--- config.mk ---
export PLATFORM = sky130hd
export DESIGN_NAME = uart_mp_serial_port
export DESIGN_NICKNAME = d
export VERILOG_FILES = /design/src/uart_mp_pkg.sv /design/src/baud_timer.sv /design/src/two_entry_buffer.sv /design/src/uart_mp_serial_port.sv
export SDC_FILE = /design/constraint.sdc
export NUM_CORES = 1
export LEC_CHECK = 0
export BUFFER_PORTS_ARGS = -buffer_cell sky130_fd_sc_hd__buf_4
export CORE_MARGIN = 4
export CORE_UTILIZATION = 58
export CTS_CLUSTER_SIZE = 25
export DETAILED_ROUTE_END_ITERATION = 10
export PLACE_DENSITY = 0.87
export SETUP_SLACK_MARGIN = 0.2
export SYNTH_ARGS = -nofsm -noshare
export SYNTH_HDL_FRONTEND = slang
export SYNTH_SLANG_ARGS = --single-unit
--- constraint.sdc ---
create_clock -name mclk_i -period 3.2 [get_ports mclk_i]
set_input_delay 0.16 -clock mclk_i [delete_from_list [all_inputs] [get_ports mclk_i]]
set_output_delay 0.16 -clock mclk_i [all_outputs]
set_load 0.05 [all_outputs]
--- src/uart_mp_pkg.sv ---
// Constants shared by the multiprocessor serial port: register offsets,
// control bit positions, reset values and timer figures.
// Assumes a single system clock and an 8-bit special-function-register port.
package uart_mp_pkg;

  // Special-function-register offsets.
  localparam logic [7:0] CTRL_ADDR = 8'h98;
  localparam logic [7:0] DATA_ADDR = 8'h99;

  // Control register bit positions.
  localparam int FMT_BIT  = 7;
  localparam int ONE_BIT  = 6;
  localparam int MCE_BIT  = 5;
  localparam int REN_BIT  = 4;
  localparam int TB8_BIT  = 3;
  localparam int RB8_BIT  = 2;
  localparam int TI_BIT   = 1;
  localparam int RI_BIT   = 0;

  // Reset values.
  localparam logic [7:0] CTRL_RESET = 8'h40;
  localparam logic [7:0] DATA_RESET = 8'h00;

  // Baud timer overflow value and index of the last data bit.
  localparam logic [7:0] TIMER_TOP  = 8'hFF;
  localparam logic [2:0] LAST_DATA  = 3'h7;

  // Transmit and receive sequencer states.
  typedef enum logic [2:0] {TX_IDLE, TX_START, TX_DATA, TX_NINTH, TX_STOP} tx_state_t;
  typedef enum logic [2:0] {RX_IDLE, RX_START, RX_DATA, RX_NINTH, RX_STOP} rx_state_t;

endpackage

--- src/baud_timer.sv ---
// Eight-bit auto-reload baud timer giving a one-cycle overflow pulse.
// Assumes tick_i is a one-cycle timer clock enable synchronous to mclk_i.
`timescale 1ns/1ps
module baud_timer (
  // Clock and reset.
  input  wire logic       mclk_i,
  input  wire logic       rst_i,
  // Timer controls.
  input  wire logic       tick_i,
  input  wire logic [7:0] reload_i,
  input  wire logic       restart_i,
  // Overflow pulse.
  output logic            ovf_o
);

  logic [7:0] cnt_reg;

  // Counts up from the reload value and reloads on overflow or restart.
  always_ff @(posedge mclk_i or posedge rst_i) begin
    if (rst_i) begin
      cnt_reg <= 8'h00;
      ovf_o   <= 1'b0;
    end else if (restart_i) begin
      cnt_reg <= reload_i;
      ovf_o   <= 1'b0;
    end else if (tick_i && cnt_reg == uart_mp_pkg::TIMER_TOP) begin
      cnt_reg <= reload_i;
      ovf_o   <= 1'b1;
    end else begin
      cnt_reg <= tick_i ? cnt_reg + 8'h01 : cnt_reg;
      ovf_o   <= 1'b0;
    end
  end

endmodule // baud_timer

--- src/two_entry_buffer.sv ---
// Two-entry byte buffer with valid and ready on both sides.
// Assumes the consumer holds out_ready_i as it pleases; a push while full is refused.
`timescale 1ns/1ps
module two_entry_buffer (
  // Clock and reset.
  input  wire logic       mclk_i,
  input  wire logic       rst_i,
  // Fill side.
  input  wire logic       in_valid_i,
  output logic            in_ready_o,
  input  wire logic [7:0] in_data_i,
  // Drain side.
  output logic            out_valid_o,
  input  wire logic       out_ready_i,
  output logic [7:0]      out_data_o
);

  logic [7:0] mem_reg [2];
  logic       wr_ptr_reg;
  logic       rd_ptr_reg;
  logic [1:0] count_reg;
  logic       push;
  logic       pop;

  assign push        = in_valid_i && in_ready_o;
  assign pop         = out_valid_o && out_ready_i;
  assign out_valid_o = count_reg != 2'h0;
  assign out_data_o  = mem_reg[rd_ptr_reg];

  // Pointers, occupancy and a registered ready that is low only when full.
  always_ff @(posedge mclk_i or posedge rst_i) begin
    if (rst_i) begin
      wr_ptr_reg <= 1'b0;
      rd_ptr_reg <= 1'b0;
      count_reg  <= 2'h0;
      in_ready_o <= 1'b1;
    end else begin
      wr_ptr_reg <= wr_ptr_reg ^ push;
      rd_ptr_reg <= rd_ptr_reg ^ pop;
      count_reg  <= count_reg + {1'b0, push} - {1'b0, pop};
      in_ready_o <= (count_reg + {1'b0, push} - {1'b0, pop}) != 2'h2;
    end
  end

  // Storage for the two entries.
  always_ff @(posedge mclk_i or posedge rst_i) begin
    if (rst_i) begin
      mem_reg[0] <= 8'h00;
      mem_reg[1] <= 8'h00;
    end else if (push) begin
      mem_reg[wr_ptr_reg] <= in_data_i;
    end
  end

endmodule // two_entry_buffer

--- src/uart_mp_serial_port.sv ---
// Asynchronous serial port with eight/nine-bit frames and address filtering.
// Assumes a CPU special-function-register port and a timer clock enable input.
`timescale 1ns/1ps
module uart_mp_serial_port (
  // Clock and reset.
  input  wire logic       mclk_i,
  input  wire logic       rst_i,
  // Special-function-register port.
  input  wire logic [7:0] sfr_addr_i,
  input  wire logic       sfr_wr_i,
  input  wire logic       sfr_rd_i,
  input  wire logic [7:0] sfr_wdata_i,
  output logic [7:0]      sfr_rdata_o,
  // Baud timer controls.
  input  wire logic       baud_tick_i,
  input  wire logic [7:0] baud_reload_value_i,
  // Interrupt enable and request.
  input  wire logic       serial_int_enable_i,
  output logic            serial_irq_o,
  // Transmit buffer room.
  output logic            tx_buf_ready_o,
  // Serial pins.
  input  wire logic       serial_in_pin_i,
  output logic            serial_out_pin_o
);

  // Control register fields and the receive latch.
  logic                   frame_format_select_reg;
  logic                   multiproc_filter_enable_reg;
  logic                   receiver_enable_bit_reg;
  logic                   tx_ninth_bit_reg;
  logic                   rx_ninth_bit_reg;
  logic                   tx_done_flag_reg;
  logic                   rx_done_flag_reg;
  logic [7:0]             rx_latch_reg;
  // Transmit side.
  uart_mp_pkg::tx_state_t tx_state_reg;
  logic [7:0]             tx_shift_reg;
  logic [2:0]             tx_cnt_reg;
  logic                   tx_half_reg;
  logic                   tx_ninth_latch_reg;
  logic                   tx_ovf;
  logic                   tx_bit_tick;
  logic                   tx_set_done;
  logic                   buf_valid;
  logic                   buf_pop;
  logic [7:0]             buf_data;
  // Receive side.
  uart_mp_pkg::rx_state_t rx_state_reg;
  logic [7:0]             rx_shift_reg;
  logic [2:0]             rx_cnt_reg;
  logic                   rx_half_reg;
  logic                   rx_ninth_cap_reg;
  logic                   rx_prev_reg;
  logic                   rx_ovf;
  logic                   rx_sample;
  logic                   rx_start_edge;
  logic                   rx_stop_sample;
  logic                   rx_accept;
  // Register strobes.
  logic                   wr_ctrl;
  logic                   wr_data;
  logic                   rd_ctrl;

  // Register decode of the special-function-register port.
  assign wr_ctrl = sfr_wr_i && sfr_addr_i == uart_mp_pkg::CTRL_ADDR;
  assign wr_data = sfr_wr_i && sfr_addr_i == uart_mp_pkg::DATA_ADDR;
  assign rd_ctrl = sfr_rd_i && sfr_addr_i == uart_mp_pkg::CTRL_ADDR;

  // Transmit-side buffer between the data register and the shifter.
  two_entry_buffer u_tx_buf (
    .mclk_i      (mclk_i),
    .rst_i       (rst_i),
    .in_valid_i  (wr_data),
    .in_ready_o  (tx_buf_ready_o),
    .in_data_i   (sfr_wdata_i),
    .out_valid_o (buf_valid),
    .out_ready_i (buf_pop),
    .out_data_o  (buf_data)
  );

  // Transmit and receive baud timers share the reload value.
  baud_timer u_tx_timer (
    .mclk_i    (mclk_i),
    .rst_i     (rst_i),
    .tick_i    (baud_tick_i),
    .reload_i  (baud_reload_value_i),
    .restart_i (1'b0),
    .ovf_o     (tx_ovf)
  );

  baud_timer u_rx_timer (
    .mclk_i    (mclk_i),
    .rst_i     (rst_i),
    .tick_i    (baud_tick_i),
    .reload_i  (baud_reload_value_i),
    .restart_i (rx_start_edge),
    .ovf_o     (rx_ovf)
  );

  // The shifter only takes a byte when it is idle; otherwise the buffer holds it.
  assign buf_pop     = tx_state_reg == uart_mp_pkg::TX_IDLE && buf_valid;
  assign tx_bit_tick = tx_ovf && tx_half_reg;
  // Eight-bit frames are done after the last data bit, nine-bit ones after the ninth.
  assign tx_set_done = tx_bit_tick
                       && ((tx_state_reg == uart_mp_pkg::TX_DATA && !frame_format_select_reg
                            && tx_cnt_reg == uart_mp_pkg::LAST_DATA)
                           || tx_state_reg == uart_mp_pkg::TX_NINTH);

  // Halves the transmit timer overflow rate.
  always_ff @(posedge mclk_i or posedge rst_i) begin
    if (rst_i) begin
      tx_half_reg <= 1'b0;
    end else begin
      tx_half_reg <= tx_half_reg ^ tx_ovf;
    end
  end

  // Transmit sequencer: start, eight data bits, optional ninth, stop.
  always_ff @(posedge mclk_i or posedge rst_i) begin
    if (rst_i) begin
      tx_state_reg       <= uart_mp_pkg::TX_IDLE;
      tx_shift_reg       <= 8'h00;
      tx_cnt_reg         <= 3'h0;
      tx_ninth_latch_reg <= 1'b0;
      serial_out_pin_o   <= 1'b1;
    end else begin
      unique case (tx_state_reg)
        uart_mp_pkg::TX_IDLE: begin
          serial_out_pin_o <= 1'b1;
          if (buf_valid) begin
            tx_shift_reg       <= buf_data;
            tx_ninth_latch_reg <= tx_ninth_bit_reg;
            tx_cnt_reg         <= 3'h0;
            serial_out_pin_o   <= 1'b0;
            tx_state_reg       <= uart_mp_pkg::TX_START;
          end
        end
        uart_mp_pkg::TX_START: begin
          if (tx_bit_tick) begin
            serial_out_pin_o <= tx_shift_reg[0];
            tx_shift_reg     <= {1'b0, tx_shift_reg[7:1]};
            tx_state_reg     <= uart_mp_pkg::TX_DATA;
          end
        end
        uart_mp_pkg::TX_DATA: begin
          if (tx_bit_tick) begin
            tx_cnt_reg <= tx_cnt_reg + 3'h1;
            if (tx_cnt_reg != uart_mp_pkg::LAST_DATA) begin
              serial_out_pin_o <= tx_shift_reg[0];
              tx_shift_reg     <= {1'b0, tx_shift_reg[7:1]};
            end else if (frame_format_select_reg) begin
              serial_out_pin_o <= tx_ninth_latch_reg;
              tx_state_reg     <= uart_mp_pkg::TX_NINTH;
            end else begin
              serial_out_pin_o <= 1'b1;
              tx_state_reg     <= uart_mp_pkg::TX_STOP;
            end
          end
        end
        uart_mp_pkg::TX_NINTH: begin
          if (tx_bit_tick) begin
            serial_out_pin_o <= 1'b1;
            tx_state_reg     <= uart_mp_pkg::TX_STOP;
          end
        end
        uart_mp_pkg::TX_STOP: begin
          if (tx_bit_tick) begin
            tx_state_reg <= uart_mp_pkg::TX_IDLE;
          end
        end
      endcase
    end
  end

  // Receive sampling: first overflow after the restart falls mid start bit.
  assign rx_start_edge  = rx_state_reg == uart_mp_pkg::RX_IDLE && receiver_enable_bit_reg
                          && rx_prev_reg && !serial_in_pin_i;
  assign rx_sample      = rx_ovf && !rx_half_reg;
  assign rx_stop_sample = rx_sample && rx_state_reg == uart_mp_pkg::RX_STOP;
  // Filter checks the ninth bit in nine-bit mode and the stop bit otherwise.
  assign rx_accept      = !rx_done_flag_reg && (!multiproc_filter_enable_reg
                          || (frame_format_select_reg ? rx_ninth_cap_reg
                                                      : serial_in_pin_i));

  // Line history and the divide-by-two phase of the receive timer.
  always_ff @(posedge mclk_i or posedge rst_i) begin
    if (rst_i) begin
      rx_prev_reg <= 1'b1;
      rx_half_reg <= 1'b0;
    end else begin
      rx_prev_reg <= serial_in_pin_i;
      rx_half_reg <= rx_start_edge ? 1'b0 : rx_half_reg ^ rx_ovf;
    end
  end

  // Receive sequencer.
  always_ff @(posedge mclk_i or posedge rst_i) begin
    if (rst_i) begin
      rx_state_reg     <= uart_mp_pkg::RX_IDLE;
      rx_shift_reg     <= 8'h00;
      rx_cnt_reg       <= 3'h0;
      rx_ninth_cap_reg <= 1'b0;
    end else begin
      unique case (rx_state_reg)
        uart_mp_pkg::RX_IDLE: begin
          rx_cnt_reg <= 3'h0;
          if (rx_start_edge) begin
            rx_state_reg <= uart_mp_pkg::RX_START;
          end
        end
        uart_mp_pkg::RX_START: begin
          if (rx_sample) begin
            rx_state_reg <= serial_in_pin_i ? uart_mp_pkg::RX_IDLE : uart_mp_pkg::RX_DATA;
          end
        end
        uart_mp_pkg::RX_DATA: begin
          if (rx_sample) begin
            rx_shift_reg <= {serial_in_pin_i, rx_shift_reg[7:1]};
            rx_cnt_reg   <= rx_cnt_reg + 3'h1;
            if (rx_cnt_reg == uart_mp_pkg::LAST_DATA) begin
              rx_state_reg <= frame_format_select_reg ? uart_mp_pkg::RX_NINTH
                                                      : uart_mp_pkg::RX_STOP;
            end
          end
        end
        uart_mp_pkg::RX_NINTH: begin
          if (rx_sample) begin
            rx_ninth_cap_reg <= serial_in_pin_i;
            rx_state_reg     <= uart_mp_pkg::RX_STOP;
          end
        end
        uart_mp_pkg::RX_STOP: begin
          if (rx_sample) begin
            rx_state_reg <= uart_mp_pkg::RX_IDLE;
          end
        end
      endcase
    end
  end

  // Receive latch loads only for an accepted byte.
  always_ff @(posedge mclk_i or posedge rst_i) begin
    if (rst_i) begin
      rx_latch_reg <= uart_mp_pkg::DATA_RESET;
    end else if (rx_stop_sample && rx_accept) begin
      rx_latch_reg <= rx_shift_reg;
    end
  end

  // Control register; hardware sets of the done flags win over software clears.
  always_ff @(posedge mclk_i or posedge rst_i) begin
    if (rst_i) begin
      frame_format_select_reg     <= uart_mp_pkg::CTRL_RESET[uart_mp_pkg::FMT_BIT];
      multiproc_filter_enable_reg <= uart_mp_pkg::CTRL_RESET[uart_mp_pkg::MCE_BIT];
      receiver_enable_bit_reg     <= uart_mp_pkg::CTRL_RESET[uart_mp_pkg::REN_BIT];
      tx_ninth_bit_reg            <= uart_mp_pkg::CTRL_RESET[uart_mp_pkg::TB8_BIT];
      rx_ninth_bit_reg            <= uart_mp_pkg::CTRL_RESET[uart_mp_pkg::RB8_BIT];
      tx_done_flag_reg            <= uart_mp_pkg::CTRL_RESET[uart_mp_pkg::TI_BIT];
      rx_done_flag_reg            <= uart_mp_pkg::CTRL_RESET[uart_mp_pkg::RI_BIT];
    end else begin
      if (wr_ctrl) begin
        frame_format_select_reg     <= sfr_wdata_i[uart_mp_pkg::FMT_BIT];
        multiproc_filter_enable_reg <= sfr_wdata_i[uart_mp_pkg::MCE_BIT];
        receiver_enable_bit_reg     <= sfr_wdata_i[uart_mp_pkg::REN_BIT];
        tx_ninth_bit_reg            <= sfr_wdata_i[uart_mp_pkg::TB8_BIT];
      end
      if (rx_stop_sample && rx_accept) begin
        rx_ninth_bit_reg <= frame_format_select_reg ? rx_ninth_cap_reg
                                                    : serial_in_pin_i;
      end else if (wr_ctrl) begin
        rx_ninth_bit_reg <= sfr_wdata_i[uart_mp_pkg::RB8_BIT];
      end
      if (tx_set_done) begin
        tx_done_flag_reg <= 1'b1;
      end else if (wr_ctrl) begin
        tx_done_flag_reg <= sfr_wdata_i[uart_mp_pkg::TI_BIT];
      end
      if (rx_stop_sample && rx_accept) begin
        rx_done_flag_reg <= 1'b1;
      end else if (wr_ctrl) begin
        rx_done_flag_reg <= sfr_wdata_i[uart_mp_pkg::RI_BIT];
      end
    end
  end

  // Read data and the serial interrupt request, both registered.
  always_ff @(posedge mclk_i or posedge rst_i) begin
    if (rst_i) begin
      sfr_rdata_o  <= 8'h00;
      serial_irq_o <= 1'b0;
    end else begin
      serial_irq_o <= serial_int_enable_i
                      && (tx_done_flag_reg || rx_done_flag_reg);
      if (rd_ctrl) begin
        sfr_rdata_o <= {frame_format_select_reg, 1'b1, multiproc_filter_enable_reg,
                        receiver_enable_bit_reg, tx_ninth_bit_reg, rx_ninth_bit_reg,
                        tx_done_flag_reg, rx_done_flag_reg};
      end else if (sfr_rd_i && sfr_addr_i == uart_mp_pkg::DATA_ADDR) begin
        sfr_rdata_o <= rx_latch_reg;
      end else begin
        sfr_rdata_o <= 8'h00;
      end
    end
  end
endmodule // uart_mp_serial_port
==> impl_metrics.toml, run 1 <==
[synthesis]
synth_flop_cell = "dfrtp_1"
async_reset_ff_frac = 1.00
syn-cell-area_um2 = 4670
synth.top_cells.by_area = "dfrtp_1 50%, mux2_2 12%, mux2i_1 4.1%"
ys_ff_latch = 97
synth_top_cell_by_area = "dfrtp_1"
synthesis.nets = 439
synth_cells = 396
synth_top_area_share = 0.503
synth.avg_cell_area_um2 = 11.8
yosysWarnings = 0
yosysUniqueCellTypes = 62
ys_seq_area_frac = 0.520
synth_edf_count = 0

[timing]
slew_headroom = 0.541
final_hold_viol_count = 0
final.min_clock_period_ns = 2.12
rsz0062_at_grt = "false"
worst_slew_pin_slew_ns = 0.686
finalSetupTns_ns = 0
finalMaxSlewViolations = 0
timing.hold.ws_ns = 0.0131
skew_ns = 0.0135
final-setup-viol-count = 0
fmax_mhz = 472
period_share = 0.663

[drt]
ant_nets = 0
drt_iter0_markers = 103
wl_per_cell_um = 16.3
route.detailed.drc = 0
via_count = 3172
first_pass_iters = 4
viasPerCell = 5.83
routed_wl_um = 8890

[cts]
post-cts-setup-buffers = 0
cts_tree = "yes"
numCtsBuffers = 9
cts.clk_slew.worst_paths_ns = 0.10
htreeDepth = 3
clock_sink_count = 97
cts_root_buf = "clkbuf_8"
clock_path_buffers = 2
clkLatencyLatePin_ns = 0.37

[floorplan]
die_area_um2 = 9560
dieHeight_um = 97.8
core.rowCount = 32
core_um2 = 7770
die_width_um = 97.8
pin_count = 42
initial_core_util = 0.601

[power_and_ir_drop]
sw_frac_of_total = 0.295
p_seq_frac = 0.564
comb_power_share = 0.140
leakagePower_nw = 2.56
finalPower_w = 0.00261
p_sw_w = 0.000769
max-vdd-ir-drop_v = 0.000299
p_per_area_nw_per_um2 = 494
p_clk_frac = 0.296
power.internal_w = 0.00184

[critical_path]
path_class = "reg2reg"
cp_top_family = "adder cells"
crit_buf_inv = 0
crit_path_end_kind = "flop"
cp_max_fo = 8
slowest_delay_ns = 0.42
crit_chain = "ha_1 > ha_1 > or3b_4 > a31oi_4 > mux2_2"
cpMostUsedCell = "ha_1"
cp_slowest_cell = "dfrtp_1"
startpoint_type = "flop"
worstPathArrival_ns = 2.37
worstPathRequired_ns = 3.45

[place]
dp_hpwl_um = 6330
portBuffers = 41
place_congestion = 0.821
dp_cells = 524
post_dp_cell_area_um2 = 5040

[layout]
final_layout_size_suffix_gt1_frac = 0.290
stdcell_count = 544
antenna_cells = 0
design_area_um2 = 5280
layout.nets = 480
area_growth_pct = 13.0
largest_reg_flops = 16

[global_route]
grt_max_degree = 78
grt_overflow = 0
antenna_found_initial = 0
gr-usage-all-layers = 0.191
grt_pass1_wl_um = 14900
first_global_vias = 3241

[run_status]
status = "finished, final reports clean"

[run]
cap_violations = 0

[min_path]
hp-class = "in2reg"
final timing paths:
check / start / endpoint / slack [ns] / cells past startpoint
worst max-delay path: tx_cnt_reg[0]$_DFFE_PP0P_ / tx_shift_reg[7]$_DFFE_PP0P_ / 1.08 / 5
worst min-delay path: sfr_wdata_i[0] / rx_done_flag_reg$_DFFE_PP0P_ / 0.01 / 2
worst max register to register: tx_cnt_reg[0]$_DFFE_PP0P_ / tx_shift_reg[7]$_DFFE_PP0P_ / 1.08 / 5
worst min register to register: u_tx_timer.ovf_o$_DFF_PP0_ / tx_half_reg$_DFF_PP0_ / 0.47 / 1
max in group asynchronous: rst_i / serial_out_pin_o$_DFFE_PP1P_ / 2.16 / 4
min in group asynchronous: rst_i / u_rx_timer.cnt_reg[0]$_DFFE_PP0P_ / 0.32 / 3
timing repair:
| item | in CTS | in global routing |
|---|---|---|
| gates resized for setup | 0 | 0 |
| endpoints found under the hold margin | 23 | 0 |
| hold buffers | 4 | 0 |
cells in the mapped netlist, types with 2 or more instances:
cell type,count
and4_1,2
mux2i_1,19
a21o_1,3
clkbuf_1,10
xor2_1,2
ha_1,12
nand3b_1,3
nand2b_1,3
a22o_1,11
nor3_1,5
or4_1,3
o211ai_1,2
a21oi_2,2
inv_1,23
and3_1,6
o2bb2ai_1,2
dfrtp_1,94
nor2b_1,4
nand2_1,22
o21a_1,2
nand3_1,10
o22ai_1,6
a41oi_1,2
a21oi_1,10
a31oi_1,2
nor4_1,3
or2_2,4
xnor2_1,2
o21ai_0,13
a221o_1,2
a2bb2oi_1,2
mux2_2,50
nand4_1,2
a221oi_1,2
buf_2,2
buf_6,3
dfstp_2,3
a211o_1,2
nor2_1,23
area by class of cell:
| cell class | count | area (um2) |
|---|---|---|
| multi-input cells | 259 | 2060 |
| clock buffers | 10 | 138 |
| repair buffers | 47 | 375 |
| well taps | 102 | 128 |
| inverters | 23 | 87.6 |
| flip-flops and latches | 97 | 2430 |
| fillers | 549 | 2490 |
| clock inverters | 6 | 57.6 |
cells in the final DEF (no fill, tap or decap), drive strengths merged, types with 4 or more instances in the layout:
cell,Yosys,final
nand2,22,22
ha,12,12
dlygate4sd3,0,4
dfrtp,94,94
nand2b,4,4
nor2b,4,4
mux2i,19,19
or2,4,4
buf,7,43
clkinv,0,4
inv,23,25
and3,6,6
or4,4,4
nand3,10,10
a21oi,12,12
nor3,6,6
o21ai,13,13
a22o,11,11
clkbuf,10,10
mux2,50,50
o22ai,6,6
nor2,23,23
per-stage QoR:
step	utilization	worst slack [ns]
2_1_floorplan	-	0.511
3_3_place_gp	0.649	1.18
3_5_place_dp	0.649	1.11
4_1_cts	0.680	1.09
5_1_grt	0.680	0.948
6_report	0.680	1.08
power by group through the flow:
stage	Sequential [W]	Combinational (W)	Clock, W
after floorplan	0.00149	0.000238	0
after global placement	0.00148	0.000350	0
after detailed placement	0.00149	0.000365	0
after CTS	0.00147	0.000370	0.000787
after global routing	0.00149	0.000410	0.000833
final	0.00147	0.000365	0.000771
per-layer routing:
layer | part of all wire | vias to the layer above | track usage
met5 | 0 | - | 0
met4 | 0.014 | 0 | 0.0586
met3 | 0.049 | 16 | 0.0536
met2 | 0.52 | 75 | 0.334
met1 | 0.42 | 1568 | 0.231
li1 | - | 1513 | -
kinds of logic (layout without fill, tap and decap cells):
family,count (synthesis),count (layout),share of synthesized area
multiplexers,69,69,0.161
AND/OR/NAND/NOR,102,102,0.126
AO/OA/AOI/OAI,72,72,0.115
flip-flops,97,97,0.520
XOR/XNOR,4,4,0.00750
adder cells (fa/ha/maj),12,12,0.0321
buffers and inverters,40,86,0.0383
(Power assumes the default switching activity.)
==> run 2, diff against run 1 <==
- clock period: 3.2 -> 2.2 ns (I/O delays scaled with it)
==> impl_metrics.toml, run 2 (same netlist as run 1, synthesis figures left out) <==
[global_route]
grt_overflow = 0
antenna_found_initial = 0
grt_pass1_wl_um = 16400
use_met1 = 0.285
use_met3 = 0.0479
grt_max_degree = 98
gr-usage-all-layers = 0.212
first_global_vias = 3381
grtUsageMet2 = 0.352
top_usage_layer = "met2"

[cts]
cts_root_buf = "clkbuf_8"
htreeDepth = 3
numCtsBuffers = 9
clkLatencyLatePin_ns = 0.37
cts.clk_slew.worst_paths_ns = 0.10
clock_sink_count = 97
clock_path_buffers = 2
post-cts-setup-buffers = 0
cts_tree = "yes"

[timing]
worst_slew_pin_slew_ns = 0.608
final.min_clock_period_ns = 1.94
final-setup-viol-count = 0
finalSetupTns_ns = 0
skew_ns = 0.0147
period_share = 0.882
timing.hold.ws_ns = 0.0277
final_hold_viol_count = 0
fmax_mhz = 515
slew_headroom = 0.593
rsz0062_at_grt = "false"
finalMaxSlewViolations = 0

[floorplan]
initial_core_util = 0.601
dieHeight_um = 97.8
die_area_um2 = 9560
core.rowCount = 32
pin_count = 42
core_um2 = 7770
die_width_um = 97.8

[drt]
viasPerCell = 5.85
via_count = 3306
ant_nets = 0
route.detailed.drc = 0
drt_iter0_markers = 200
routed_wl_um = 9410
wl_per_cell_um = 16.7
first_pass_iters = 5

[layout]
layout.nets = 501
final_layout_size_suffix_gt1_frac = 0.302
final_core_utilization = 0.706
area_growth_pct = 17.4
largest_reg_flops = 16
final_common_cell = "dfrtp_1"
antenna_cells = 0
layout_common_cells = "94 x dfrtp_1, 50 x mux2_2, 50 x buf_4"
nFillCells = 564
design_area_um2 = 5490

[critical_path]
crit_path_end_kind = "flop"
worstPathArrival_ns = 2.20
crit_buf_inv = 0
cp_max_fo = 5
slowest_delay_ns = 0.41
cp_top_family = "adder cells"
worstPathRequired_ns = 2.46
path_class = "reg2reg"
startpoint_type = "flop"
crit_chain = "ha_1 > ha_2 > or3b_4 > a31oi_4 > mux2_2"
cp_slowest_cell = "dfrtp_1"

[power_and_ir_drop]
leakagePower_nw = 2.66
finalPower_w = 0.00383
p_per_area_nw_per_um2 = 699
max-vdd-ir-drop_v = 0.000537

[run]
cap_violations = 0

[min_path]
hp-class = "in2reg"

[place]
post_dp_cell_area_um2 = 5110
place_congestion = 0.866
dp_hpwl_um = 6530
portBuffers = 41

[run_status]
status = "finished, final reports clean"
-- run 2: path summary, 6_finish.rpt --
kind                                             from                                end  slack [ns]  cells after the start
min                            baud_reload_value_i[4]  u_rx_timer.cnt_reg[4]$_DFFE_PP0P_        0.03                      2
min in group asynchronous                       rst_i          rx_cnt_reg[1]$_DFFE_PP0P_        0.41                      4
min reg2reg                u_tx_timer.ovf_o$_DFF_PP0_              tx_half_reg$_DFF_PP0_        0.48                      1
max in group asynchronous                       rst_i       serial_out_pin_o$_DFFE_PP1P_        1.37                      4
max reg2reg                 tx_cnt_reg[0]$_DFFE_PP0P_        tx_shift_reg[5]$_DFFE_PP0P_        0.26                      5
max                         tx_cnt_reg[0]$_DFFE_PP0P_        tx_shift_reg[5]$_DFFE_PP0P_        0.26                      5
-- run 2: worst reg2reg max path: cells and delay by family, from the launching register on --
kind / cells / cell delay, ns
AOI/OAI and AO/OA: 1 / 0.26
muxes: 1 / 0.37
and+or+nand+nor: 1 / 0.39
DFF: 1 / 0.41
adders and majority gates: 2 / 0.41
-- run 2: final cells by class --
type | instances | area [um2] | area share
Sequential cell | 97 | 2430 | 0.443
Multi-Input combinational cell | 259 | 2080 | 0.378
Timing Repair Buffer | 68 | 567 | 0.103
Tap cell | 102 | 128 | 0.0233
Clock buffer | 9 | 124 | 0.0226
Inverter | 23 | 90.1 | 0.0164
Clock inverter | 7 | 70.1 | 0.0128
-- run 2: layer usage --
layer / vias to the layer above / wire length (um) / part of all wire
met5: - / 0 / 0
met4: 0 / 116 / 0.012
met2: 92 / 4880 / 0.52
li1: 1551 / - / -
met1: 1652 / 3970 / 0.42
met3: 11 / 443 / 0.047
-- run 2: stage by stage --
stage,setup WS [ns],instances
floorplan,0.241,396
global placement,0.327,533
detailed placement,0.275,533
CTS,0.221,565
global route,0.201,565
finish,0.259,565
-- run 2: where the power goes --
part / switching [W] / total, W / leakage, nW / internal (W)
registers: 0.000177 / 0.00212 / 1.28 / 0.00195
logic: 0.000301 / 0.000585 / 1.29 / 0.000284
clock network: 0.000678 / 0.00112 / 0.0973 / 0.000446
-- run 2: repair_timing --
item	CTS	global route
hold buffers	16	0
resized for setup	0	5
endpoints found under the setup margin	0	12
endpoints found under the hold margin	124	0
